## config.mk

```make
export PLATFORM = sky130hd
export DESIGN_NAME = wcm_top
export DESIGN_NICKNAME = d
export VERILOG_FILES = /design/src/design/wcm_pkg.sv /design/src/design/wcm_top.sv
export SDC_FILE = /design/constraint.sdc
export NUM_CORES = 1
export LEC_CHECK = 0
export BUFFER_PORTS_ARGS = -buffer_cell sky130_fd_sc_hd__buf_2
export CAP_MARGIN = 15
export CORE_ASPECT_RATIO = 2
export CORE_MARGIN = 10
export CORE_UTILIZATION = 25
export DETAILED_ROUTE_END_ITERATION = 8
export PLACE_DENSITY = 0.44
export SETUP_SLACK_MARGIN = 0.05
export SLEW_MARGIN = 15
export SYNTH_ARGS = -nofsm -noshare
export SYNTH_HDL_FRONTEND = slang
export SYNTH_SLANG_ARGS = --single-unit
```

## constraint.sdc

```tcl
create_clock -name I_MCLK -period 2.08 [get_ports I_MCLK]
set_input_delay 0.416 -clock I_MCLK [delete_from_list [all_inputs] [get_ports I_MCLK]]
set_output_delay 0.416 -clock I_MCLK [all_outputs]
set_load 0.01 [all_outputs]
```

## src/design/wcm_pkg.sv

```systemverilog
`default_nettype none
package wcm_pkg;

  // Register byte offsets
  localparam logic [3:0] REG_RESET_CTRL2_OFS = 4'h0;
  localparam logic [3:0] REG_STATUS_OFS      = 4'h4;

  // reset_control_2 field positions and reset value
  localparam int         PIN_RESET_FLAG_BIT = 7;
  localparam int         SW_WDT_ON_BIT      = 5;
  localparam logic [7:0] RESET_CTRL2_RST    = 8'h00;

  // Status register field positions
  localparam int OSC_FAIL_FLAG_BIT = 0;
  localparam int ON_INTERNAL_BIT   = 1;
  localparam int WDT_RUNNING_BIT   = 2;
  localparam int COSC_PRIMARY_BIT  = 3;

  // AXI4-Lite responses
  localparam logic [1:0] RESP_OKAY   = 2'h0;
  localparam logic [1:0] RESP_SLVERR = 2'h2;

  // Watchdog mode field encodings
  localparam logic [1:0] WDT_MODE_OFF    = 2'h0;
  localparam logic [1:0] WDT_MODE_ACTIVE = 2'h1;
  localparam logic [1:0] WDT_MODE_SW     = 2'h2;
  localparam logic [1:0] WDT_MODE_ON     = 2'h3;

  // Timing: base period in its own unit, ticks derived from the rate
  localparam int WDT_BASE_US    = 4000;
  localparam int LF_OSC_HZ      = 31250;
  localparam int WDT_BASE_TICKS = (WDT_BASE_US * LF_OSC_HZ) / 1000000;
  localparam int SAMPLE_DIV     = 64;
  localparam int OST_PERIODS    = 1024;
  localparam int HANDOVER_PERIODS = 2;

  localparam logic [6:0]  WDT_BASE_LAST =
    7'(WDT_BASE_TICKS - 1);
  localparam logic [11:0] OST_LAST =
    12'(OST_PERIODS + HANDOVER_PERIODS - 1);
  localparam logic [5:0]  SAMPLE_HALF = 6'(SAMPLE_DIV / 2 - 1);
  localparam logic [5:0]  SAMPLE_LAST = 6'(SAMPLE_DIV - 1);

  typedef struct packed {
    logic [1:0] watchdog_mode_field;
    logic       window_disable_bit;
    logic [3:0] postscale_select;
    logic       dual_speed_startup_enable;
    logic       clock_fail_monitor_off;
  } wcm_cfg_t;

  typedef enum logic [2:0] {
    S_POWER_UP_TIMER,
    S_START,
    S_PRI,
    S_FAIL,
    S_SLEEP,
    S_PM
  } wcm_clk_state_t;

endpackage
`default_nettype wire

```

## src/design/wcm_top.sv

```systemverilog
`timescale 1ns/1ps
`default_nettype none
module wcm_top (
  input  wire logic              I_MCLK,
  input  wire logic              I_RESET_N,
  input  wire wcm_pkg::wcm_cfg_t I_CFG,
  input  wire logic              I_LFOSC,
  input  wire logic              I_DEV_CLK,
  input  wire logic              I_PRI_OSC,
  input  wire logic              I_PIN_RST,
  input  wire logic              I_POWER_UP_TIMER_DONE,
  input  wire logic              I_SLEEP_INSTR,
  input  wire logic              I_WAKE,
  input  wire logic              I_WDT_CLR,
  input  wire logic              I_NEW_OSC_WR,
  input  wire logic              I_NEW_OSC_INT,
  input  wire logic [2:0]        I_IRCF,
  input  wire logic [3:0]        I_AWADDR,
  input  wire logic              I_AWVALID,
  output logic                   O_AWREADY,
  input  wire logic [31:0]       I_WDATA,
  input  wire logic [3:0]        I_WSTRB,
  input  wire logic              I_WVALID,
  output logic                   O_WREADY,
  output logic [1:0]             O_BRESP,
  output logic                   O_BVALID,
  input  wire logic              I_BREADY,
  input  wire logic [3:0]        I_ARADDR,
  input  wire logic              I_ARVALID,
  output logic                   O_ARREADY,
  output logic [31:0]            O_RDATA,
  output logic [1:0]             O_RRESP,
  output logic                   O_RVALID,
  input  wire logic              I_RREADY,
  output logic                   O_WDT_RESET,
  output logic                   O_OSC_FAIL_FLAG,
  output logic                   O_CLK_SEL_INT,
  output logic                   O_COSC_PRIMARY,
  output logic                   O_CPU_RUN,
  output logic                   O_LFOSC_EN
);

  function automatic logic rise_of(input logic now, input logic old);
    rise_of = now & ~old;
  endfunction

  // Pin synchronisers: stage 1 feeds stage 2, stage 2 feeds stage 3 for edges
  logic [3:0] sync1_r;
  logic [3:0] sync2_r;
  logic [3:0] sync3_r;
  always_ff @(posedge I_MCLK or negedge I_RESET_N) begin
    if (!I_RESET_N) begin
      sync1_r <= 4'h0;
      sync2_r <= 4'h0;
      sync3_r <= 4'h0;
    end else begin
      sync1_r <= {I_PIN_RST, I_PRI_OSC, I_DEV_CLK, I_LFOSC};
      sync2_r <= sync1_r;
      sync3_r <= sync2_r;
    end
  end

  wire lf_rise   = rise_of(sync2_r[0], sync3_r[0]);
  wire dev_fall  = rise_of(sync3_r[1], sync2_r[1]);
  wire pri_rise  = rise_of(sync2_r[2], sync3_r[2]);
  wire pin_rise  = rise_of(sync2_r[3], sync3_r[3]);

  // Sample clock divider on the low-frequency oscillator
  logic [5:0] samp_div_r;
  always_ff @(posedge I_MCLK or negedge I_RESET_N) begin
    if (!I_RESET_N) samp_div_r <= 6'h0;
    else if (lf_rise) samp_div_r <= samp_div_r + 6'h1;
  end
  wire samp_rise = lf_rise & (samp_div_r == wcm_pkg::SAMPLE_HALF);
  wire samp_fall = lf_rise & (samp_div_r == wcm_pkg::SAMPLE_LAST);

  // Clock state
  wcm_pkg::wcm_clk_state_t state_r;
  wcm_pkg::wcm_clk_state_t state_nxt;
  logic [11:0] ost_cnt_r;
  logic        cm_latch_r;

  // Internal oscillator failure is not observable here: only
  // external sources are watched, and only once running on them
  wire mon_src = (state_r == wcm_pkg::S_PRI) |
                 ((state_r == wcm_pkg::S_PM) & ~I_NEW_OSC_INT);
  wire mon_en    = ~I_CFG.clock_fail_monitor_off & mon_src;
  wire clk_fail  = mon_en & samp_fall & cm_latch_r;
  wire ost_done  = pri_rise & (ost_cnt_r == wcm_pkg::OST_LAST);

  always_ff @(posedge I_MCLK or negedge I_RESET_N) begin
    if (!I_RESET_N) cm_latch_r <= 1'b0;
    else if (dev_fall) cm_latch_r <= 1'b1;
    else if (samp_rise) cm_latch_r <= 1'b0;
  end

  always_comb begin
    state_nxt = state_r;
    case (state_r)
      wcm_pkg::S_POWER_UP_TIMER: begin
        if (I_POWER_UP_TIMER_DONE) state_nxt = wcm_pkg::S_START;
      end
      wcm_pkg::S_START: begin
        if (I_SLEEP_INSTR) state_nxt = wcm_pkg::S_SLEEP;
        else if (I_NEW_OSC_WR) state_nxt = wcm_pkg::S_PM;
        else if (ost_done) state_nxt = wcm_pkg::S_PRI;
      end
      wcm_pkg::S_PRI, wcm_pkg::S_FAIL, wcm_pkg::S_PM: begin
        if (clk_fail) state_nxt = wcm_pkg::S_FAIL;
        else if (I_SLEEP_INSTR) state_nxt = wcm_pkg::S_SLEEP;
        else if (I_NEW_OSC_WR) state_nxt = wcm_pkg::S_PM;
      end
      wcm_pkg::S_SLEEP: begin
        if (I_WAKE) state_nxt = wcm_pkg::S_START;
      end
      default: state_nxt = wcm_pkg::S_POWER_UP_TIMER;
    endcase
  end

  always_ff @(posedge I_MCLK or negedge I_RESET_N) begin
    if (!I_RESET_N) state_r <= wcm_pkg::S_POWER_UP_TIMER;
    else state_r <= state_nxt;
  end

  // Primary may never start: the counter then just waits
  always_ff @(posedge I_MCLK or negedge I_RESET_N) begin
    if (!I_RESET_N) ost_cnt_r <= 12'h0;
    else if (state_r != wcm_pkg::S_START) ost_cnt_r <= 12'h0;
    else if (pri_rise) ost_cnt_r <= ost_cnt_r + 12'h1;
  end

  // Registered clock outputs from the next state
  wire pm_pri     = (state_nxt == wcm_pkg::S_PM) & ~I_NEW_OSC_INT;
  wire on_pri_nxt = (state_nxt == wcm_pkg::S_PRI) | pm_pri;
  // Fail-safe keeps status showing the primary, by design
  wire cosc_nxt   = on_pri_nxt | (state_nxt == wcm_pkg::S_FAIL);
  wire halt_nxt   = (state_nxt == wcm_pkg::S_POWER_UP_TIMER) |
                    (state_nxt == wcm_pkg::S_SLEEP) |
                    ((state_nxt == wcm_pkg::S_START) &
                     ~I_CFG.dual_speed_startup_enable);
  always_ff @(posedge I_MCLK or negedge I_RESET_N) begin
    if (!I_RESET_N) begin
      O_CLK_SEL_INT  <= 1'b1;
      O_COSC_PRIMARY <= 1'b0;
      O_CPU_RUN      <= 1'b0;
    end else begin
      O_CLK_SEL_INT  <= ~on_pri_nxt;
      O_COSC_PRIMARY <= cosc_nxt;
      O_CPU_RUN      <= ~halt_nxt;
    end
  end

  // Registers
  logic       sw_wdt_on_r;
  logic       pin_reset_flag_r;
  logic       osc_fail_flag_r;
  logic [2:0] ircf_r;

  // Watchdog enable
  logic wdt_en;
  always_comb begin
    case (I_CFG.watchdog_mode_field)
      wcm_pkg::WDT_MODE_ON:     wdt_en = 1'b1;
      wcm_pkg::WDT_MODE_SW:     wdt_en = sw_wdt_on_r;
      wcm_pkg::WDT_MODE_ACTIVE: wdt_en = state_r != wcm_pkg::S_SLEEP;
      default:                  wdt_en = 1'b0;
    endcase
  end

  // Watchdog counters
  logic [6:0]  base_cnt_r;
  logic [15:0] ps_cnt_r;
  wire [15:0] term     = 16'h1 << I_CFG.postscale_select;
  wire [15:0] term_m1  = term - 16'h1;
  wire [15:0] win_at   = (term >> 1) + (term >> 2);
  wire        windowed = ~I_CFG.window_disable_bit;
  wire        win_open = ps_cnt_r >= win_at;
  wire        early    = wdt_en & windowed & I_WDT_CLR & ~win_open;
  wire        base_tick = lf_rise & (base_cnt_r == wcm_pkg::WDT_BASE_LAST);
  wire        timeout  = wdt_en & base_tick & (ps_cnt_r == term_m1);
  wire        clr_ok   = I_WDT_CLR & ~early;
  wire        wdt_clr  = I_SLEEP_INSTR | clr_ok | early | timeout |
                         (I_IRCF != ircf_r) | clk_fail | ~wdt_en;

  always_ff @(posedge I_MCLK or negedge I_RESET_N) begin
    if (!I_RESET_N) begin
      base_cnt_r <= 7'h0;
      ps_cnt_r   <= 16'h0;
    end else if (wdt_clr) begin
      base_cnt_r <= 7'h0;
      ps_cnt_r   <= 16'h0;
    end else if (base_tick) begin
      base_cnt_r <= 7'h0;
      ps_cnt_r   <= ps_cnt_r + 16'h1;
    end else if (lf_rise) begin
      base_cnt_r <= base_cnt_r + 7'h1;
    end
  end

  always_ff @(posedge I_MCLK or negedge I_RESET_N) begin
    if (!I_RESET_N) begin
      O_WDT_RESET <= 1'b0;
      ircf_r      <= 3'h0;
      O_LFOSC_EN  <= 1'b0;
    end else begin
      O_WDT_RESET <= timeout | early;
      ircf_r      <= I_IRCF;
      O_LFOSC_EN  <= wdt_en | ~I_CFG.clock_fail_monitor_off;
    end
  end

  // AXI4-Lite write path: address and data taken in either order
  logic       aw_got_r;
  logic       w_got_r;
  logic [3:0] awaddr_r;
  logic [7:0] wdata_r;
  logic       wstrb0_r;
  assign O_AWREADY = ~aw_got_r & ~O_BVALID;
  assign O_WREADY  = ~w_got_r & ~O_BVALID;
  wire aw_fire = I_AWVALID & O_AWREADY;
  wire w_fire  = I_WVALID & O_WREADY;
  wire have_aw = aw_got_r | aw_fire;
  wire have_w  = w_got_r | w_fire;
  wire do_wr   = have_aw & have_w;
  wire [3:0] wr_addr = aw_got_r ? awaddr_r : I_AWADDR;
  wire [7:0] wr_data = w_got_r ? wdata_r : I_WDATA[7:0];
  wire       wr_lane = w_got_r ? wstrb0_r : I_WSTRB[0];
  wire wr_ctrl = do_wr & wr_lane &
                 (wr_addr == wcm_pkg::REG_RESET_CTRL2_OFS);
  wire wr_stat = do_wr & wr_lane & (wr_addr == wcm_pkg::REG_STATUS_OFS);
  wire wr_hit  = (wr_addr == wcm_pkg::REG_RESET_CTRL2_OFS) |
                 (wr_addr == wcm_pkg::REG_STATUS_OFS);

  always_ff @(posedge I_MCLK or negedge I_RESET_N) begin
    if (!I_RESET_N) begin
      aw_got_r <= 1'b0;
      w_got_r  <= 1'b0;
      awaddr_r <= 4'h0;
      wdata_r  <= 8'h0;
      wstrb0_r <= 1'b0;
      O_BVALID <= 1'b0;
      O_BRESP  <= wcm_pkg::RESP_OKAY;
    end else begin
      if (aw_fire) awaddr_r <= I_AWADDR;
      if (w_fire) begin
        wdata_r  <= I_WDATA[7:0];
        wstrb0_r <= I_WSTRB[0];
      end
      aw_got_r <= have_aw & ~do_wr;
      w_got_r  <= have_w & ~do_wr;
      if (do_wr) begin
        O_BVALID <= 1'b1;
        O_BRESP  <= wr_hit ? wcm_pkg::RESP_OKAY : wcm_pkg::RESP_SLVERR;
      end else if (I_BREADY) begin
        O_BVALID <= 1'b0;
      end
    end
  end

  // Hardware sets win over software clears
  always_ff @(posedge I_MCLK or negedge I_RESET_N) begin
    if (!I_RESET_N) begin
      sw_wdt_on_r      <= wcm_pkg::RESET_CTRL2_RST[wcm_pkg::SW_WDT_ON_BIT];
      pin_reset_flag_r <=
        wcm_pkg::RESET_CTRL2_RST[wcm_pkg::PIN_RESET_FLAG_BIT];
      osc_fail_flag_r  <= 1'b0;
    end else begin
      if (wr_ctrl) sw_wdt_on_r <= wr_data[wcm_pkg::SW_WDT_ON_BIT];
      if (pin_rise) pin_reset_flag_r <= 1'b1;
      else if (wr_ctrl & ~wr_data[wcm_pkg::PIN_RESET_FLAG_BIT])
        pin_reset_flag_r <= 1'b0;
      if (clk_fail) osc_fail_flag_r <= 1'b1;
      else if (wr_stat & wr_data[wcm_pkg::OSC_FAIL_FLAG_BIT])
        osc_fail_flag_r <= 1'b0;
    end
  end
  assign O_OSC_FAIL_FLAG = osc_fail_flag_r;

  // AXI4-Lite read path
  logic [7:0] rd_data;
  always_comb begin
    rd_data = 8'h0;
    case (I_ARADDR)
      wcm_pkg::REG_RESET_CTRL2_OFS: begin
        rd_data[wcm_pkg::PIN_RESET_FLAG_BIT] = pin_reset_flag_r;
        rd_data[wcm_pkg::SW_WDT_ON_BIT]      = sw_wdt_on_r;
      end
      wcm_pkg::REG_STATUS_OFS: begin
        rd_data[wcm_pkg::OSC_FAIL_FLAG_BIT] = osc_fail_flag_r;
        rd_data[wcm_pkg::ON_INTERNAL_BIT]   = O_CLK_SEL_INT;
        rd_data[wcm_pkg::WDT_RUNNING_BIT]   = wdt_en;
        rd_data[wcm_pkg::COSC_PRIMARY_BIT]  = O_COSC_PRIMARY;
      end
      default: rd_data = 8'h0;
    endcase
  end
  wire rd_hit = (I_ARADDR == wcm_pkg::REG_RESET_CTRL2_OFS) |
                (I_ARADDR == wcm_pkg::REG_STATUS_OFS);

  assign O_ARREADY = ~O_RVALID;
  always_ff @(posedge I_MCLK or negedge I_RESET_N) begin
    if (!I_RESET_N) begin
      O_RVALID <= 1'b0;
      O_RDATA  <= 32'h0;
      O_RRESP  <= wcm_pkg::RESP_OKAY;
    end else if (I_ARVALID & O_ARREADY) begin
      O_RVALID <= 1'b1;
      O_RDATA  <= {24'h0, rd_data};
      O_RRESP  <= rd_hit ? wcm_pkg::RESP_OKAY : wcm_pkg::RESP_SLVERR;
    end else if (I_RREADY) begin
      O_RVALID <= 1'b0;
    end
  end

endmodule
`default_nettype wire

```

==> results of run 1 <==
-- state kept, by name, summed over array words and instances (netlist names), 4 cells and up --
signal and cells:
ps_cnt_r 16, base_cnt_r 7, samp_div_r 6, sync3_r 4
O_RDATA 6, ost_cnt_r 12, sync2_r 4, awaddr_r 4
sync1_r 4
-- final timing paths --
check	startpoint	end	slack [ps]
max in group asynchronous	I_RESET_N	ost_cnt_r[6]$_DFFE_PN0P_	1430
worst max-delay path	I_CFG[2]	O_WDT_RESET$_DFF_PN0_	-650
min in group I_MCLK	I_PRI_OSC	sync1_r[2]$_DFF_PN0_	180
worst min-delay path	I_RESET_N	ost_cnt_r[7]$_DFFE_PN0P_	50
worst min register to register	sync1_r[0]$_DFF_PN0_	sync2_r[0]$_DFF_PN0_	350
worst max register to register	base_cnt_r[1]$_DFFE_PN0P_	ps_cnt_r[0]$_DFFE_PN0P_	-150
-- synthesized netlist by cell type (all sizes together), types with 20 or more instances --
library cell	count	share of area
a21oi	27	0.023
buf	35	0.043
dfrtp	87	0.38
ha	50	0.11
inv	29	0.019
nand2	46	0.030
nand4	21	0.023
nor2	41	0.027
nor3	29	0.025
o21ai	20	0.017
xnor2	32	0.048
xor2	27	0.041
-- metal layers --
layer / vias to the layer above / track usage
li1: 2387 / -
met1: 2373 / 0.1027
met2: 97 / 0.2191
met3: 13 / 0.02073
met4: 0 / 0.03701
met5: - / 0
-- power groups by stage --
stage | logic [mW] | registers (mW) | clock network, mW
finish | 1.47 | 2.12 | 1.56
global route | 1.63 | 2.16 | 1.68
CTS | 1.43 | 2.13 | 1.63
detailed placement | 1.35 | 2.17 | 0
global placement | 1.33 | 2.15 | 0
floorplan | 0.837 | 2.14 | 0
-- worst max-delay path, stage by stage --
cell and delay, ps:
buf_8 100, and2b_2 210, nand2_2 80, inv_2 40, ha_4 150, fa_2 330, a21o_1 170, a21oi_2 160
nor2b_1 90, maj3_2 310, a21oi_2 120, ha_1 250, a211oi_2 370, nor4_2 60, o21bai_1 130
-- cells in the final DEF, fill, tap and decap left out, types with 3 or more instances in the layout --
master / instances
buf_4: 93
dfrtp_1: 87
buf_2: 54
ha_1: 41
nand2_1: 39
nor2_1: 38
xnor2_1: 28
conb_1: 28
inv_1: 26
xor2_1: 26
nand4_1: 21
a21oi_1: 19
nor3_2: 18
o21ai_0: 16
buf_6: 14
nand3_1: 13
nor3_1: 11
mux2_2: 11
and3_1: 9
clkbuf_16: 9
a21o_1: 7
a21oi_2: 7
nor2b_1: 7
ha_4: 7
or3_1: 6
mux2i_1: 6
nor4_1: 5
nand2b_1: 5
a22o_1: 5
nand4b_1: 4
nor2b_2: 4
nand2_2: 4
a211oi_1: 4
o21a_1: 4
nor2_4: 3
inv_2: 3
nand3_2: 3
xnor2_2: 3
inv_6: 3
-- final cells by class --
type	count	area [um2]
Fill cell	2347	14730
Multi-Input combinational cell	470	3857
Sequential cell	88	2203
Timing Repair Buffer	165	1196
Tap cell	280	350.3
Clock buffer	9	225.2
Inverter	30	115.1
Clock inverter	7	61.31
-- kinds of logic after synthesis --
kind of cell    count (synthesis)
compound gates                 91
xor+xnor                       59
fa+ha+maj                      52
buf+inv                        75
flops                          88
mux                            18
other cells                     1
simple gates                  222
-- timing repair --
item,CTS,global route
gates resized for setup,80,33
setup buffers,8,1
gates cloned,1,0
setup endpoints to repair,22,23
pin swaps,40,18
==> results.cfg, run 1 <==
[status]
status = finished, violations left
violations = setup timing

[synth]
synth_top_flop_cell = dfrtp_1
synth_compound_area_frac = 0.1060
synth_edf_count = 0
synth-simple-area-share = 0.2062
synthesis.area_um2 = 5782
synthMuxAreaShare = 0.03354
post_synth_num_cell_types = 67
ys_seq_area_frac = 0.3811
synth_top_family_by_area = simple AND/OR/NAND/NOR gates
synth-adder-area-share = 0.1134
avgSynthCellArea_um2 = 9.541
synth_xor_area_frac = 0.08937
yosys_warnings = 0
ys_async_sr_fraction = 1.000
ys_ff_latch = 88
syn_inst = 606

[setup_path]
cp_max_fo = 3
path_class = in -> reg
reg2reg_depth = 9
cp-start-kind = primary input
crit_arrival_ps = 3000
endpoint_kind = register
required_ps = 2350

[placed_design]
preCtsSetupSlack_ps = -1227
placed_cells = 1023
hpwl_um = 13270
gp_congestion = 0.8036
place_area_um2 = 7091
io_buffers = 59

[finish]
drive_gt1_frac = 0.3784
nets = 888
fin_cells = 1049
syn_to_final_growth_pct = 38.52
antenna_cells = 0
utilization = 0.3522
fin_area_um2 = 8009

[clock_network]
clock_path_buffers = 2
tritoncts = yes
cts_hold_buf = 0
clock-sinks = 88
cts_buffers = 9
clock_latency_ps = 340
root_buffer = clkbuf_16
htreeDepth = 3
path_clk_slew_ps = 70

[routing]
route.met2.wl_um = 9601
met3WireLength_um = 652
wl_met1_um = 5825
ant_nets = 0
post_drt_wl_per_cell_um = 15.56
top_layer = met4
vias = 4870
vias_per_cell = 4.643
drt_iter0_drc = 162
drc = 0
wl_um = 16330
firstDrtPassIters = 4

[pwr]
total_power_mw = 5.161
p_sw_frac = 0.3203
power.share.clock = 0.303
power_frac_seq = 0.412
p_int_mw = 3.508
p_comb_frac = 0.286
leakage_nw = 3.630
p_sw_mw = 1.653
ir_worst_vdd_mv = 0.5439
powerDensity_nw_per_um2 = 644.4

[sta]
finalHoldViolCount = 0
fin_tns_setup_ps = -10240
slew_headroom = 0.6535
period_share = 1.312
finalMaxSlewViolations = 0
min_period_ps = 2730
clock.fmax_ghz = 0.3663
setup_viol = 20
worst_pin_slew_ps = 519.7
skew_ps = 10.43
worst_slack_ps = -649.7
holdWs_ps = 48.13
rsz0062_at_grt = yes

[floorplanning]
coreArea_um2 = 22740
dieWidth_um = 127.5
initial_core_util = 0.2543
rows = 78
die_area_um2 = 29980
dieHeight_um = 235.1
ios = 120

[run]
maxCapViolCount = 0

[grt]
grt_pass1_wl_um = 26520
grt_overflow_total = 0
grt_usage = 0.1088
antenna_found_initial = 0
grt_max_degree = 37
grt_pass1_vias = 5304

[worst_hold_path]
min_path_type = in -> async
Note: power is estimated with default switching activity, not from simulation.
==> run 2: changes to the inputs <==
- SETUP_SLACK_MARGIN: 0.05 -> unset
==> run 2 against run 1 <==
- the run still ends with setup timing left
- critical path depth is 1 higher
- final area is 0.62% higher
- critical path type unchanged
- clock skew is 2.5 ps lower
- largest power group unchanged
- sequential share of layout area is 0.17 points lower
- power is 5.9% higher
- register-to-register slack hardly changed
==> results.cfg, run 2 (synthesis gave the netlist of run 1 again) <==
[sta]
finalMaxSlewViolations = 0
setup_viol = 20
period_share = 1.332
min_period_ps = 2770
skew_ps = 7.902
clock.fmax_ghz = 0.3610
finalHoldViolCount = 0
worst_pin_slew_ps = 676.4
rsz0062_at_grt = yes
fin_tns_setup_ps = -8246
worst_slack_ps = -690.1
slew_headroom = 0.5456

[grt]
grt_pass1_wl_um = 27230
grt_pass1_vias = 5491
grt_overflow_total = 0
grt_usage = 0.1108
grt_max_degree = 35
antenna_found_initial = 0

[routing]
wl_um = 16540
ant_nets = 0
route.met2.wl_um = 9608
firstDrtPassIters = 4
post_drt_wl_per_cell_um = 15.62
drt_iter0_drc = 239
vias_per_cell = 4.628
drc = 0
vias = 4901
met3WireLength_um = 659
top_layer = met4
wl_met1_um = 5902

[finish]
syn_to_final_growth_pct = 39.39
seq_area_um2 = 2203
multi_input_area_um2 = 3817
final_cell_mix = buf_4, dfrtp_1, buf_2, ha_1, nand2_1
top_regs = ps_cnt_r x16, ost_cnt_r x12, base_cnt_r x7
fin_cells = 1059
drive_gt1_frac = 0.3825
fill_cells = 2316
nets = 898
utilization = 0.3544
antenna_cells = 0
largest_reg_flops = 16
layout_commonest_cell = buf_4
largest-register = ps_cnt_r

[status]
status = finished, violations left
violations = setup timing

[clock_network]
tritoncts = yes
clock_latency_ps = 340
root_buffer = clkbuf_16
path_clk_slew_ps = 60
cts_buffers = 9
htreeDepth = 3
clock_path_buffers = 2
clock-sinks = 88

[setup_path]
reg2reg_from = base_cnt_r[1]$_DFFE_PN0P_
path_class = in -> reg
reg2reg_slack_ps = -150
slowest_delay_ps = 330
endpoint_kind = register
crit_start = I_CFG[2]
cpMostUsedCell = a21oi_2
worstPathCellList = buf_6 -> and2b_2 -> nand2_2 -> inv_2 -> ha_4 -> fa_2 -> a21o_1 -> a21oi_2 -> buf_4 -> nor2b_2 -> maj3_2 -> a21oi_2 -> ha_1 -> a211oi_4 -> nor4_2 -> o21bai_1
cp_max_fo = 3
crit_arrival_ps = 3040
worstReg2RegEnd = ps_cnt_r[2]$_DFFE_PN0P_
reg2reg_depth = 9
cp-start-kind = primary input
required_ps = 2350
cpMaxStageDelayCell = fa_2

[placed_design]
hpwl_um = 13300
io_buffers = 59
placed_cells = 1026
gp_congestion = 0.8161

[floorplanning]
initial_core_util = 0.2543
rows = 78
coreArea_um2 = 22740
dieHeight_um = 235.1
die_area_um2 = 29980
dieWidth_um = 127.5
ios = 120

[worst_hold_path]
min_path_type = in -> async

[pwr]
leakage_nw = 3.686
powerDensity_nw_per_um2 = 677.9
ir_worst_vdd_mv = 0.5944

[run]
maxCapViolCount = 0
[run 2: final cells by class]
cell class              count  share of cell area
multi-input cells         470              0.4737
flip-flops and latches     88              0.2734
repair buffers            175              0.1554
well taps                 280             0.04347
clock buffers               9             0.02795
inverters                  30             0.01428
clock inverters             7             0.01180
[run 2: routing by layer]
layer | vias to the layer above | global-route usage
met5 | - | 0
met3 | 16 | 0.01825
met4 | 0 | 0.04289
met2 | 92 | 0.2192
li1 | 2404 | -
met1 | 2389 | 0.1077
[run 2: critical path: cells and delay by family]
family	cells	cell delay (ps)
compound gates	5	930
fa+ha+maj	4	1040
simple gates	4	390
buf+inv	3	270
[run 2: repair_timing]
item,4_1_cts,5_1_grt
pin swaps,38,35
resized for setup,55,45
endpoints found under the setup margin,21,23
hold buffers,0,0
cloned,1,0
buffers inserted,17,4
[run 2: report_power, final]
part           switching (mW)  internal (mW)  leakage [nW]
Combinational           0.785          0.791          2.40
Sequential              0.171           1.96          1.13
Clock                   0.706           1.05         0.156
[run 2: how the worst max path moves through the flow]
stage	endpoint	slack, ps	depth (start not counted)
after CTS	O_WDT_RESET$_DFF_PN0_	-640	16
after global placement	O_WDT_RESET$_DFF_PN0_	-1100	16
after global routing	O_WDT_RESET$_DFF_PN0_	-800	16
after floorplan	O_WDT_RESET$_DFF_PN0_	-670	14
after detailed placement	O_WDT_RESET$_DFF_PN0_	-1110	17
final	O_WDT_RESET$_DFF_PN0_	-690	16
[run 2: metrics by stage]
step | total power [mW] | hold slack [ps] | setup slack (ps) | area [um2]
floorplan | 2.972 | 120.4 | -665.6 | 5992
global placement | 3.502 | 336.3 | -1099 | 7113
detailed placement | 3.567 | 337.1 | -1111 | 7113
CTS | 5.428 | 13.16 | -640.1 | 7800
global route | 5.779 | 44.56 | -804.7 | 8059
finish | 5.464 | 6.648 | -690.1 | 8059
